### src/mtc_pkg.sv
// package of constants and types for the modulo tick counter
package mtc_pkg;

    // ==========================================
    // widths and reset values
    localparam int MTC_COUNT_W = 16;
    localparam logic [15:0] MTC_LIMIT_RESET = 16'hBEEF;
    localparam logic [15:0] MTC_COUNT_RESET = 16'h0000;
    localparam logic [15:0] MTC_VECTOR_NONE = 16'h0000;
    localparam logic [15:0] MTC_VECTOR_WRAP = 16'h0002;
    localparam int MTC_SYNC_STAGES = 2;

    // ==========================================
    // source select codes
    typedef enum logic [1:0] {
        MTC_SRC_STOP = 2'h0,
        MTC_SRC_DEVICE = 2'h1,
        MTC_SRC_CRYSTAL = 2'h2,
        MTC_SRC_VERY_LOW = 2'h3
    } mtc_source_type;

    // ==========================================
    // prescale select codes
    typedef enum logic [2:0] {
        MTC_DIV_1 = 3'h0,
        MTC_DIV_10 = 3'h1,
        MTC_DIV_100 = 3'h2,
        MTC_DIV_1000 = 3'h3,
        MTC_DIV_16 = 3'h4,
        MTC_DIV_64 = 3'h5,
        MTC_DIV_256 = 3'h6,
        MTC_DIV_1024 = 3'h7
    } mtc_prescale_type;

    localparam int MTC_DIV_W = 10;
    localparam logic [MTC_DIV_W-1:0] MTC_DIV_TOP [8] = '{
        10'h000, 10'h009, 10'h063, 10'h3E7, 10'h00F, 10'h03F, 10'h0FF, 10'h3FF
    };

    // ==========================================
    // power states
    typedef enum logic [2:0] {
        MTC_PWR_ACTIVE = 3'h0,
        MTC_PWR_LIGHT_SLEEP = 3'h1,
        MTC_PWR_INTERMEDIATE_SLEEP = 3'h2,
        MTC_PWR_RETAINED_DEEP_SLEEP = 3'h3,
        MTC_PWR_DEEPEST_SLEEP = 3'h4
    } mtc_power_type;

    // ==========================================
    // control word carried as one bundle
    typedef struct packed {
        mtc_source_type sourceSelect;
        mtc_prescale_type prescaleSelect;
        logic wrapIrqEnable;
    } mtc_control_type;

    localparam mtc_control_type MTC_CONTROL_RESET = '{MTC_SRC_STOP, MTC_DIV_1, 1'b0};

endpackage

### src/modulo_tick_counter.sv
// modulo tick counter with source select, predivider and wrap events
// How it works
// - count advances once per divided tick
// - match with shadow wraps to zero, signals overflow
// - soft restart clears count, reloads shadow quietly
// - count is read only
// - writable limit plus hidden shadow for compare
// - source select resets to stopped
// - stopped or dead source holds count
// - passthrough or divide by listed ratios
// - wrap with enable raises interrupt request
// - every wrap emits one trigger pulse
// - power state restricts usable sources
// - shadow loads only on wrap or restart
// - wrap flag sticks until vector read
// - source codes stop, device, crystal, very low
// - prescale codes 1,10,100,1000,16,64,256,1024
`timescale 1ns/10ps

module modulo_tick_counter
    import mtc_pkg::*;
(
    // clock and reset
    input wire logic clk_sys,
    input wire logic nrst,
    // source clock pins
    input wire logic subMainClock,
    input wire logic auxClock,
    input wire logic crystalClock,
    input wire logic veryLowOscClock,
    // power state
    input wire mtc_power_type powerState,
    // control word
    input wire logic controlWrite,
    input wire mtc_control_type controlData,
    input wire logic softRestart,
    // limit register
    input wire logic wrapLimitWrite,
    input wire logic [MTC_COUNT_W-1:0] wrapLimitData,
    // vector read strobe
    input wire logic irqVectorRead,
    // status and readback
    output mtc_control_type control,
    output logic [MTC_COUNT_W-1:0] wrapLimit,
    output logic [MTC_COUNT_W-1:0] tickCount,
    output logic [MTC_COUNT_W-1:0] irqVector,
    output logic wrapFlag,
    output logic wrapIrq,
    output logic wrapTrigger
);

    // ==========================================
    // synchronisers, one per source pin
    logic [3:0] srcPin;
    logic [3:0] syncA;
    logic [3:0] syncB;
    logic [3:0] syncC;

    assign srcPin = {veryLowOscClock, crystalClock, auxClock, subMainClock};

    genvar g;
    generate
        for (g = 0; g < 4; g++)
        begin : g_sync
            // first stage feeds only the second
            always_ff @(posedge clk_sys)
            begin
                if (!nrst)
                begin
                    syncA[g] <= 1'b0;
                    syncB[g] <= 1'b0;
                    syncC[g] <= 1'b0;
                end
                else
                begin
                    syncA[g] <= srcPin[g];
                    syncB[g] <= syncA[g];
                    syncC[g] <= syncB[g];
                end
            end
        end
    endgenerate

    // ==========================================
    // control word
    always_ff @(posedge clk_sys)
    begin
        if (!nrst)
        begin
            control <= MTC_CONTROL_RESET;
        end
        else if (controlWrite)
        begin
            control <= controlData;
        end
    end

    // ==========================================
    // source choice gated by power state
    logic [3:0] srcRise;
    logic srcEdge;
    logic deviceEdge;
    logic lowEdgeOk;
    logic deviceOk;

    assign srcRise = syncB & ~syncC;

    // device source is sub-main in active and light sleep, aux in intermediate sleep
    always_comb
    begin
        deviceEdge = 1'b0;
        deviceOk = 1'b0;
        lowEdgeOk = 1'b0;
        unique case (powerState)
            MTC_PWR_ACTIVE, MTC_PWR_LIGHT_SLEEP:
            begin
                deviceEdge = srcRise[0];
                deviceOk = 1'b1;
                lowEdgeOk = 1'b1;
            end
            MTC_PWR_INTERMEDIATE_SLEEP:
            begin
                deviceEdge = srcRise[1];
                deviceOk = 1'b1;
                lowEdgeOk = 1'b1;
            end
            MTC_PWR_RETAINED_DEEP_SLEEP:
            begin
                lowEdgeOk = 1'b1;
            end
            default:
            begin
                deviceOk = 1'b0;
            end
        endcase
    end

    always_comb
    begin
        srcEdge = 1'b0;
        unique case (control.sourceSelect)
            MTC_SRC_STOP: srcEdge = 1'b0;
            MTC_SRC_DEVICE: srcEdge = deviceOk && deviceEdge;
            MTC_SRC_CRYSTAL: srcEdge = lowEdgeOk && srcRise[2];
            MTC_SRC_VERY_LOW: srcEdge = lowEdgeOk && srcRise[3];
        endcase
    end

    // ==========================================
    // predivider
    logic tick;

    mtc_prescaler u_prescaler (
        .clk_sys(clk_sys),
        .nrst(nrst),
        .prescaleSelect(control.prescaleSelect),
        .restart(softRestart),
        .srcEdge(srcEdge),
        .tick(tick)
    );

    // ==========================================
    // limit register and shadow
    logic [MTC_COUNT_W-1:0] shadowLimit;
    logic reloadPending;
    logic wrap;

    assign wrap = tick && !reloadPending && (tickCount == shadowLimit);

    always_ff @(posedge clk_sys)
    begin
        if (!nrst)
        begin
            wrapLimit <= MTC_LIMIT_RESET;
        end
        else if (wrapLimitWrite)
        begin
            wrapLimit <= wrapLimitData;
        end
    end

    // last written limit wins because shadow samples only at the load moment
    always_ff @(posedge clk_sys)
    begin
        if (!nrst)
        begin
            shadowLimit <= MTC_LIMIT_RESET;
        end
        else if (tick && (reloadPending || wrap))
        begin
            shadowLimit <= wrapLimit;
        end
    end

    always_ff @(posedge clk_sys)
    begin
        if (!nrst)
        begin
            reloadPending <= 1'b0;
        end
        else if (softRestart)
        begin
            reloadPending <= 1'b1;
        end
        else if (tick)
        begin
            reloadPending <= 1'b0;
        end
    end

    // ==========================================
    // tick count, no software write path exists
    always_ff @(posedge clk_sys)
    begin
        if (!nrst)
        begin
            tickCount <= MTC_COUNT_RESET;
        end
        else if (softRestart)
        begin
            tickCount <= MTC_COUNT_RESET;
        end
        else if (tick)
        begin
            if (wrap || reloadPending)
            begin
                tickCount <= MTC_COUNT_RESET;
            end
            else
            begin
                tickCount <= tickCount + 16'h0001;
            end
        end
    end

    // ==========================================
    // wrap events
    always_ff @(posedge clk_sys)
    begin
        if (!nrst)
        begin
            wrapTrigger <= 1'b0;
        end
        else
        begin
            wrapTrigger <= wrap;
        end
    end

    // set beats a read in the same cycle so no wrap is lost
    always_ff @(posedge clk_sys)
    begin
        if (!nrst)
        begin
            wrapFlag <= 1'b0;
            irqVector <= MTC_VECTOR_NONE;
        end
        else if (wrap)
        begin
            wrapFlag <= 1'b1;
            irqVector <= MTC_VECTOR_WRAP;
        end
        else if (irqVectorRead)
        begin
            wrapFlag <= 1'b0;
            irqVector <= MTC_VECTOR_NONE;
        end
    end

    // request follows flag and enable, a stale flag fires when enabled
    always_ff @(posedge clk_sys)
    begin
        if (!nrst)
        begin
            wrapIrq <= 1'b0;
        end
        else
        begin
            wrapIrq <= control.wrapIrqEnable && (wrap || (wrapFlag && !irqVectorRead));
        end
    end

endmodule // modulo_tick_counter

### src/mtc_prescaler.sv
// predivider that turns source clock edges into counter ticks
`timescale 1ns/10ps

module mtc_prescaler
    import mtc_pkg::*;
(
    // clock and reset
    input wire logic clk_sys,
    input wire logic nrst,
    // control
    input wire mtc_prescale_type prescaleSelect,
    input wire logic restart,
    // source edge in, tick out
    input wire logic srcEdge,
    output logic tick
);

    // ==========================================
    // divider
    logic [MTC_DIV_W-1:0] divCount;
    logic [MTC_DIV_W-1:0] divTop;

    assign divTop = MTC_DIV_TOP[prescaleSelect];

    always_ff @(posedge clk_sys)
    begin
        if (!nrst || restart)
        begin
            divCount <= '0;
        end
        else if (srcEdge)
        begin
            if (divCount >= divTop)
            begin
                divCount <= '0;
            end
            else
            begin
                divCount <= divCount + 10'h001;
            end
        end
    end

    // passthrough gives top of zero, so every edge ticks
    assign tick = srcEdge && (divCount >= divTop) && !restart;

endmodule // mtc_prescaler
### config.mk
export PLATFORM = sky130hd
export DESIGN_NAME = modulo_tick_counter
export DESIGN_NICKNAME = d
export VERILOG_FILES = /design/src/mtc_pkg.sv /design/src/modulo_tick_counter.sv /design/src/mtc_prescaler.sv
export SDC_FILE = /design/constraint.sdc
export NUM_CORES = 1
export LEC_CHECK = 0
export BUFFER_PORTS_ARGS = -buffer_cell sky130_fd_sc_hd__buf_2
export CORE_ASPECT_RATIO = 0.8
export CORE_MARGIN = 1.5
export CORE_UTILIZATION = 54
export DETAILED_ROUTE_END_ITERATION = 8
export GPL_ROUTABILITY_DRIVEN = 0
export HOLD_SLACK_MARGIN = 0.08
export PLACE_DENSITY = 0.8
export SLEW_MARGIN = 20
export SYNTH_ARGS = -nofsm -noshare
export SYNTH_HDL_FRONTEND = slang
export SYNTH_SLANG_ARGS = --single-unit
### constraint.sdc
create_clock -name clk_sys -period 3.1 [get_ports clk_sys]
set_input_delay 0.155 -clock clk_sys [delete_from_list [all_inputs] [get_ports clk_sys]]
set_output_delay 0.155 -clock clk_sys [all_outputs]
set_load 0.02 [all_outputs]
# Word-level counts from Yosys, hierarchy flattened
# Memory sizes are Yosys's and may differ from the RTL's.
# Cells that the tools add are included.
dict set report totals {
  regBits 81
  mem_bits_ro 80
  inputBits 35
  output_inout_bits 57
  elab_cells 79
  mem_count 1
}
# name words width rd rd_ports_with_merged_regs wr line
set mem_list {}
lappend mem_list {{(no name shown)} 8 10 1 0 0 mtc_prescaler.sv:23} ;# assign divTop = MTC_DIV_TOP[prescaleSelect];
dict set report classes {
  add_sub_neg 2
  order_cmp 2
  n_eq_ne 7
  muxes 14
  bitwise 4
  reduce_logical 25
}
# operator count
set ops {}
lappend ops {{2-to-1 mux 10 bit} 3}
lappend ops {{adder 16 x 1 -> 16 bit (second input constant)} 1}
lappend ops {{== test 16 bit} 1}
lappend ops {{2-to-1 mux 16 bit} 1}
lappend ops {{adder 10 x 1 -> 10 bit (second input constant)} 1}
lappend ops {{greater-or-equal comparator 10 bit} 1}
lappend ops {{logical AND 1 bit} 10}
lappend ops {{== test 3 x 2 -> 1 bit (second input constant)} 2}
lappend ops {{2-to-1 mux 1 bit} 6}
lappend ops {{bitwise AND 4 bit} 1}
lappend ops {{== test 2 bit (second input constant)} 2}
lappend ops {{greater-or-equal comparator 4 bit (second input constant)} 1}
lappend ops {{zero test 1 bit} 4}
lappend ops {{2-to-1 mux 2 bit} 2}
lappend ops {{NOT 3 -> 4 bit} 1}
lappend ops {{NOT 4 bit} 1}
lappend ops {{one-hot mux 1 bit (4 select lines)} 1}
lappend ops {{nonzero test 2 bit} 2}
lappend ops {{OR reduction 2 bit} 2}
lappend ops {{OR reduction 4 bit} 1}
lappend ops {{== test 3 x 1 -> 1 bit (second input constant)} 1}
lappend ops {{zero test 3 bit} 1}
lappend ops {{logical OR 1 bit} 3}
lappend ops {{OR reduction 3 bit} 1}
lappend ops {{other kinds (4)} 4}

# Longest topological paths before layout
# Gate-level depths: netlist of the first run.
dict set report depth {
  ltp_word 11
  depth_mapped 11
  depth_no_buf 8
}

# Hierarchy
# A second synthesis of the first run with hierarchy kept.
dict set report hier_totals {
  hier_cells 402
  area_unflattened_um2 3757.4
}
# mod instances cells_each area_per_inst_um2 seq_area_each_um2
set modules_own_cells {}
lappend modules_own_cells {modulo_tick_counter 1 310 3007.9 1401.3}
lappend modules_own_cells {mtc_prescaler 1 92 749.5 200.2}

# Worst setup path after synthesis of the first run
# OpenSTA, ideal clock, no wires.
dict set report synth_path {
  kind {reg-to-reg}
  from {reg control[2] in the netlist's numbering}
  to {reg wrapIrq}
  setup_ns 0.115
  arrival_ns 2.409
  t_required_ns 2.985
  setup_slack_ns 0.576
  stages_incl_launch_ff 11
  n_path_buf 2
  period_less_slack_ns 2.524
  cell_sequence {dfxtp_1 > buf_2 > or3_1 > ha_1 > nand2b_1 > a21oi_1 > o221ai_1 > a21oi_1 > clkbuf_1 > o32ai_1 > and3_1}
}
dict set report synth_between {
  elab_chain_cells 11
}
# element line
set synth_lines {}
lappend synth_lines {{start, declared} modulo_tick_counter.sv:43} ;# output mtc_control_type control,
lappend synth_lines {{start signal, assigned} modulo_tick_counter.sv:94} ;# control <= controlData;
lappend synth_lines {{NOT 3 -> 4 bit (implied by the code)} mtc_prescaler.sv:23}
lappend synth_lines {{memory read (8 x 10 bit)} n/a}
lappend synth_lines {{2-to-1 mux 10 bit (implied by the code) (2 in series)} mtc_prescaler.sv:23}
lappend synth_lines {{greater-or-equal comparator 10 bit} mtc_prescaler.sv:45} ;# assign tick = srcEdge && (divCount >= divTop) && !restart;
lappend synth_lines {{logical AND 1 bit (2 in series)} mtc_prescaler.sv:45}
lappend synth_lines {{logical AND 1 bit (2 in series)} modulo_tick_counter.sv:168} ;# assign wrap = tick && !reloadPending && (tickCount == shadowLimit);
lappend synth_lines {{logical OR 1 bit} modulo_tick_counter.sv:279} ;# wrapIrq <= control.wrapIrqEnable && (wrap || (wrapFlag && !irqVectorRead));
lappend synth_lines {{logical AND 1 bit} modulo_tick_counter.sv:279}
lappend synth_lines {{end signal, assigned} modulo_tick_counter.sv:279}
lappend synth_lines {{end, declared} modulo_tick_counter.sv:48} ;# output logic wrapIrq,
# Every way passes these cells. The select of a mux whose other input is x is not followed.
# A chain may end at the register's enable or synchronous reset.

# Worst setup path in the final report of the first run
dict set report layout_path {
  from {reg control[2] in the netlist's numbering}
  to {reg shadowLimit[5]}
}
dict set report layout_between {
  elab_chain_cells 11
}
# element line
set layout_lines {}
lappend layout_lines {{NOT 3 -> 4 bit (implied by the code) *} mtc_prescaler.sv:23}
lappend layout_lines {{memory read (8 x 10 bit) *} n/a}
lappend layout_lines {{2-to-1 mux 10 bit (implied by the code) * (2 in series)} mtc_prescaler.sv:23}
lappend layout_lines {{greater-or-equal comparator 10 bit *} mtc_prescaler.sv:45}
lappend layout_lines {{logical AND 1 bit * (2 in series)} mtc_prescaler.sv:45}
lappend layout_lines {{logical AND 1 bit (2 in series)} modulo_tick_counter.sv:168}
lappend layout_lines {{logical OR 1 bit} modulo_tick_counter.sv:189} ;# else if (tick && (reloadPending || wrap))
lappend layout_lines {{logical AND 1 bit *} modulo_tick_counter.sv:189}
lappend layout_lines {{end signal, assigned} modulo_tick_counter.sv:191} ;# shadowLimit <= wrapLimit;
lappend layout_lines {{end, declared} modulo_tick_counter.sv:164} ;# logic [MTC_COUNT_W-1:0] shadowLimit;
# Every way passes the cells marked *; elsewhere a longest branch is shown, timed or not. The select of a mux whose other input is x is not followed.

==> impl_metrics.env, run 1 <==
export IMPL_drv_slew=0
export IMPL_syn_area_um2=3940
export IMPL_firstDrtPassIters=4
export IMPL_p_int_w=0.00149
export IMPL_die_h_um=79.4
export IMPL_synth_flop_cell="dfxtp_1"
export IMPL_final_nets=583
export IMPL_layout_commonest_cell="dfxtp_1"
export IMPL_dpl_hpwl_um=6500
export IMPL_cts_root_buffer="clkbuf_8"
export IMPL_slowest_stage="dfxtp_1"
export IMPL_syn_area_per_cell_um2=8.88
export IMPL_p_per_area_nw_per_um2=429
export IMPL_critPathLaunchType="flop"
export IMPL_path_clk_slew_ns=0.08
export IMPL_path_cells="or3_1, ha_1, nand2b_1, a21oi_1, o221ai_1, a21oi_2, buf_4, nor3_2, buf_4, a211o_1"
export IMPL_core_um2=6960
export IMPL_p_leak_nw=1.90
export IMPL_tightestPinTransition_ns=0.997
export IMPL_p_switching_w=0.000550
export IMPL_regArea_um2=1600
export IMPL_critPathMaxFanout=14
export IMPL_grt_pass1_vias=3313
export IMPL_drc=0
export IMPL_fp_row_count=27
export IMPL_worst_endpoint_required_ns=3.34
export IMPL_ir_drop_mv=0.385
export IMPL_synth_seq_cells=80
export IMPL_path_common_cell="buf_4"
export IMPL_die_w_um=98.4
export IMPL_dp_cells=588
export IMPL_io_buffers=76
export IMPL_synth_cells=443
export IMPL_ys_async_sr_fraction=0
export IMPL_diodes=0
export IMPL_fin_cells=630
export IMPL_track_usage=0.250
export IMPL_rsz0062_at_grt="false"
export IMPL_drt_iter0_drc=272
export IMPL_synth_edf_count=0
export IMPL_max_clock_freq_mhz=380
export IMPL_numCtsBuffers=9
export IMPL_wire_per_inst_um=15.3
export IMPL_multi_input_area_um2=2090
export IMPL_htree_levels=3
export IMPL_cpPeakStageDelay_ns=0.40
export IMPL_combPwrFrac=0.123
export IMPL_p_seq_frac=0.526
export IMPL_crit_arrival_ns=2.88
export IMPL_finalSetupViolCount=0
export IMPL_crit_path_end_kind="flop"
export IMPL_seq_area_frac_synth=0.407
export IMPL_routed_via_density=5.66
export IMPL_ys_warnings_count=0
export IMPL_num_vias=3566
export IMPL_final_period_utilization=0.849
export IMPL_period_minus_slack_ns=2.63
export IMPL_max_cap_violations=0
export IMPL_hold_viol=0
export IMPL_drt_wl_total_um=9610
export IMPL_critPathKind="flop to flop"
export IMPL_design_die_area_um2=7810
export IMPL_skew_ns=0.00893
export IMPL_synth_cell_type_count=47
export IMPL_clock_power_share=0.351
export IMPL_clk_latency_ns=0.35
export IMPL_status="completed"
export IMPL_grt_pass1_wl_um=15700
export IMPL_antenna_found_initial=0
export IMPL_overflow=0
export IMPL_switching_share=0.269
export IMPL_fillers=558
export IMPL_ant_nets=0
export IMPL_layout_common_cells="80 x dfxtp_1, 76 x buf_2, 42 x nand2_1"
export IMPL_start_util=0.565
export IMPL_clockBufferDepth=2
export IMPL_hp_class="input port to flop"
export IMPL_area_growth_pct=21.1
export IMPL_tritoncts="yes"
export IMPL_slew_headroom=0.335
export IMPL_num_io_pins=92
export IMPL_drive_gt1_frac=0.204
export IMPL_clock_sinks=80
export IMPL_cts_setup_buffers=0
export IMPL_fin_setup_tns_ns=0
export IMPL_grt_max_degree=40
-- Yosys cell counts (4+ instances only) --
cell,count,area (µm²)
dfxtp_1,80,1600
nand2_1,42,158
nor2_1,31,116
mux2i_1,25,250
xnor2_1,24,210
a21oi_1,23,115
nand4_1,18,113
buf_4,17,128
and2_1,15,93.8
clkbuf_1,15,56.3
o31ai_1,14,105
inv_1,13,48.8
nor3_1,12,60.1
buf_2,11,55.1
nand3_1,11,55.1
ha_1,10,125
a211o_1,9,78.8
o31a_1,9,78.8
nor4_1,7,43.8
o211ai_1,6,45.0
o311ai_1,6,52.6
nand2b_1,4,25.0
o21ai_1,4,20.0
-- layer usage --
layer  global-route usage  vias up  part of all wire
met5                    0        -                 0
met4               0.0761        0             0.017
met3               0.0687       15             0.063
met2                0.410      142              0.47
met1                0.322     1658              0.45
li1                     -     1751                 -
-- timing repair --
item                      4_1_cts  5_1_grt
resized for setup               0        0
hold endpoints to repair       26        0
hold buffers                   26        0
-- power groups by stage --
stage / logic (W) / clock network (W) / registers (W)
floorplan: 0.000151 / 0 / 0.00111
global placement: 0.000217 / 0 / 0.00110
detailed placement: 0.000222 / 0 / 0.00110
CTS: 0.000248 / 0.000729 / 0.00107
global route: 0.000274 / 0.000772 / 0.00108
finish: 0.000252 / 0.000716 / 0.00107
-- state kept, by name (all words and copies together), names as in the netlist --
signal and count:
tickCount 16, syncC 4, wrapTrigger 1, wrapIrq 1
irqVector 1, control 6, syncA 4, reloadPending 1
u_prescaler.divCount 10, wrapLimit 16, syncB 4, shadowLimit 16
-- logic make-up (layout without fill, tap and decap cells) --
group,count (synthesis),in the layout,synth area share
AO/OA/AOI/OAI,88,88,0.159
XOR/XNOR,25,25,0.0556
adder cells (fa/ha/maj),10,10,0.0318
buffers and inverters,57,143,0.0760
flip-flops,80,80,0.407
multiplexers,25,25,0.0636
other,1,15,0.000953
AND/OR/NAND/NOR,157,157,0.206
-- cell type report --
| cell class | instances | area share |
|---|---|---|
| inverters | 13 | 0.0102 |
| multi-input cells | 320 | 0.439 |
| clock inverters | 3 | 0.00525 |
| flip-flops and latches | 80 | 0.336 |
| repair buffers | 114 | 0.153 |
| clock buffers | 13 | 0.0334 |
| well taps | 87 | 0.0228 |
-- path summary, 6_finish.rpt --
check                               start                     endpoint  slack [ns]  depth (start not counted)
setup / recovery  control[2]$_SDFFE_PN0P_  shadowLimit[5]$_SDFFE_PN1P_        0.47                         10
hold / removal              irqVectorRead    irqVector[1]$_SDFFE_PN0P_        0.16                          3
setup reg to reg  control[2]$_SDFFE_PN0P_  shadowLimit[5]$_SDFFE_PN1P_        0.47                         10
hold reg to reg       syncA[2]$_SDFF_PN0_          syncB[2]$_SDFF_PN0_        0.44                          1
-- per-stage QoR --
stage	utilization	instance area (µm²)	setup WS, ns	power (W)	hold WS, ns
3_5_place_dp	0.621	4320	0.495	0.00132	0.365
6_report	0.685	4760	0.468	0.00204	0.160
4_1_cts	0.685	4760	0.478	0.00205	0.147
5_1_grt	0.685	4760	0.274	0.00212	0.166
2_1_floorplan	-	3990	0.576	0.00126	0.282
3_3_place_gp	0.621	4320	0.572	0.00131	0.359
-- critical path, delay by kind of cell, from the launching register on --
| kind | cells | cell delay, ns |
|---|---|---|
| AO/OA/AOI/OAI | 4 | 0.81 |
| adder cells (fa/ha/maj) | 1 | 0.27 |
| buffers and inverters | 2 | 0.45 |
| flip-flops | 1 | 0.40 |
| AND/OR/NAND/NOR | 3 | 0.58 |
Power figures use the tool's default switching activity.
==> inputs of run 2 (changes only) <==
Clock period 3.1 ns to 2.65 ns, I/O delays scaled along.
==> run 2 against run 1 <==
Wire length shrank 0.27%. Cell count grew 0.48%. Global-route usage is essentially flat. Register-to-register slack lost 0.24 ns. Sequential power grew 17%. Fmax grew 8.6%. Die area is the same.
==> impl_metrics.env, run 2 (synthesized netlist as in run 1, its figures left out) <==
export IMPL_status="completed"
export IMPL_path_cells="or3_1, ha_1, nand2b_1, a21oi_1, o221ai_1, a21oi_2, buf_4, o31ai_1, a21oi_1"
export IMPL_path_delay_family="compound AO/OA/AOI/OAI gates"
export IMPL_track_usage=0.250
export IMPL_die_h_um=79.4
export IMPL_clockBufferDepth=2
export IMPL_p_leak_nw=1.92
export IMPL_grt_pass1_vias=3299
export IMPL_io_buffers=76
export IMPL_numCtsBuffers=9
export IMPL_core_um2=6960
export IMPL_ir_drop_mv=0.383
export IMPL_fin_setup_tns_ns=0
export IMPL_drv_slew=0
export IMPL_max_cap_violations=0
export IMPL_wire_per_inst_um=15.1
export IMPL_final_nets=586
export IMPL_p_per_area_nw_per_um2=501
export IMPL_multi_input_area_um2=2090
export IMPL_clk_latency_ns=0.36
export IMPL_dpl_hpwl_um=6380
export IMPL_ant_nets=0
export IMPL_diodes=0
export IMPL_tightestPinTransition_ns=1.00
export IMPL_layout_common_cells="80 x dfxtp_1, 76 x buf_2, 42 x nand2_1"
export IMPL_die_w_um=98.4
export IMPL_num_io_pins=92
export IMPL_rsz0062_at_grt="false"
export IMPL_rrSetupSlack_ns=0.23
export IMPL_hp_class="input port to flop"
export IMPL_path_common_cell="a21oi_1"
export IMPL_drc=0
export IMPL_start_util=0.565
export IMPL_overflow=0
export IMPL_firstDrtPassIters=4
export IMPL_critical_path_buf_inv_count=1
export IMPL_drt_iter0_drc=247
export IMPL_tritoncts="yes"
export IMPL_slew_headroom=0.332
export IMPL_htree_levels=3
export IMPL_critPathKind="flop to flop"
export IMPL_antenna_found_initial=0
export IMPL_critPathLaunchType="flop"
export IMPL_drive_gt1_frac=0.214
export IMPL_max_clock_freq_mhz=412
export IMPL_cts_root_buffer="clkbuf_8"
export IMPL_holdWs_ns=0.122
export IMPL_period_minus_slack_ns=2.42
export IMPL_grt_max_degree=47
export IMPL_finalSetupViolCount=0
export IMPL_fp_row_count=27
export IMPL_crit_arrival_ns=2.65
export IMPL_top_regs="shadowLimit: 16 flops, tickCount: 16 flops, wrapLimit: 16 flops"
export IMPL_routed_via_density=5.74
export IMPL_critPathMaxFanout=12
export IMPL_skew_ns=0.00980
export IMPL_worst_endpoint_required_ns=2.88
export IMPL_area_growth_pct=22.1
export IMPL_fillers=564
export IMPL_num_vias=3631
export IMPL_path_clk_slew_ns=0.09
export IMPL_slowest_stage="o31ai_1"
export IMPL_drt_wl_total_um=9590
export IMPL_crit_path_end_kind="flop"
export IMPL_hold_viol=0
export IMPL_final_period_utilization=0.915
export IMPL_grt_pass1_wl_um=15600
export IMPL_design_die_area_um2=7810
export IMPL_regArea_um2=1600
export IMPL_cpPeakStageDelay_ns=0.45
export IMPL_clock_sinks=80
export IMPL_layout_commonest_cell="dfxtp_1"
[run 2: final cells by class]
class	count	share of cell area
tap	87	0.0227
clock inverter	6	0.0107
clock buffer	10	0.0286
timing repair buffer	117	0.159
multi-input combinational	320	0.435
sequential	80	0.333
inverter	13	0.0102
[run 2: power breakdown]
group          internal [W]  switching [W]  total (W)
logic              0.000122       0.000184   0.000307
clock network      0.000376       0.000472   0.000848
registers           0.00123      0.0000204    0.00125
total               0.00173       0.000677    0.00241
[run 2: timing repair]
item / CTS / global route
resized for setup: 0 / 1
hold endpoints to repair: 26 / 0
hold buffers: 26 / 0
setup endpoints to repair: 0 / 2
buffers inserted: 0 / 0
[run 2: tightest hold or removal path: stages]
cell and delay (ns):
buf_2 0.08, o32ai_1 0.08, and2_1 0.15
[run 2: final timing paths]
kind	startpoint	endpoint	depth (start not counted)
worst max-delay path	control[1]$_SDFFE_PN0P_	tickCount[15]$_SDFFE_PP0P_	9
worst min-delay path	irqVectorRead	irqVector[1]$_SDFFE_PN0P_	3
worst max register to register	control[1]$_SDFFE_PN0P_	tickCount[15]$_SDFFE_PP0P_	9
worst min register to register	syncA[0]$_SDFF_PN0_	syncB[0]$_SDFF_PN0_	1
[run 2: metrics by stage]
| step | std cells | setup slack (ns) | utilization | total power (W) | area, µm² |
|---|---|---|---|---|---|
| after CTS | 633 | 0.188 | 0.690 | 0.00242 | 4800 |
| final | 633 | 0.225 | 0.691 | 0.00241 | 4810 |
| after global routing | 633 | 0.00642 | 0.691 | 0.00250 | 4810 |
| after detailed placement | 591 | 0.279 | 0.626 | 0.00155 | 4360 |
| after global placement | 591 | 0.338 | 0.626 | 0.00154 | 4360 |
| after floorplan | 457 | 0.126 | - | 0.00148 | 3990 |
[run 2: routing by layer]
metal | up-vias | global-route usage | part of all wire
li1 | 1764 | - | -
met1 | 1692 | 0.326 | 0.44
met2 | 153 | 0.399 | 0.47
met3 | 22 | 0.0634 | 0.074
met4 | 0 | 0.0944 | 0.021
met5 | - | 0 | 0
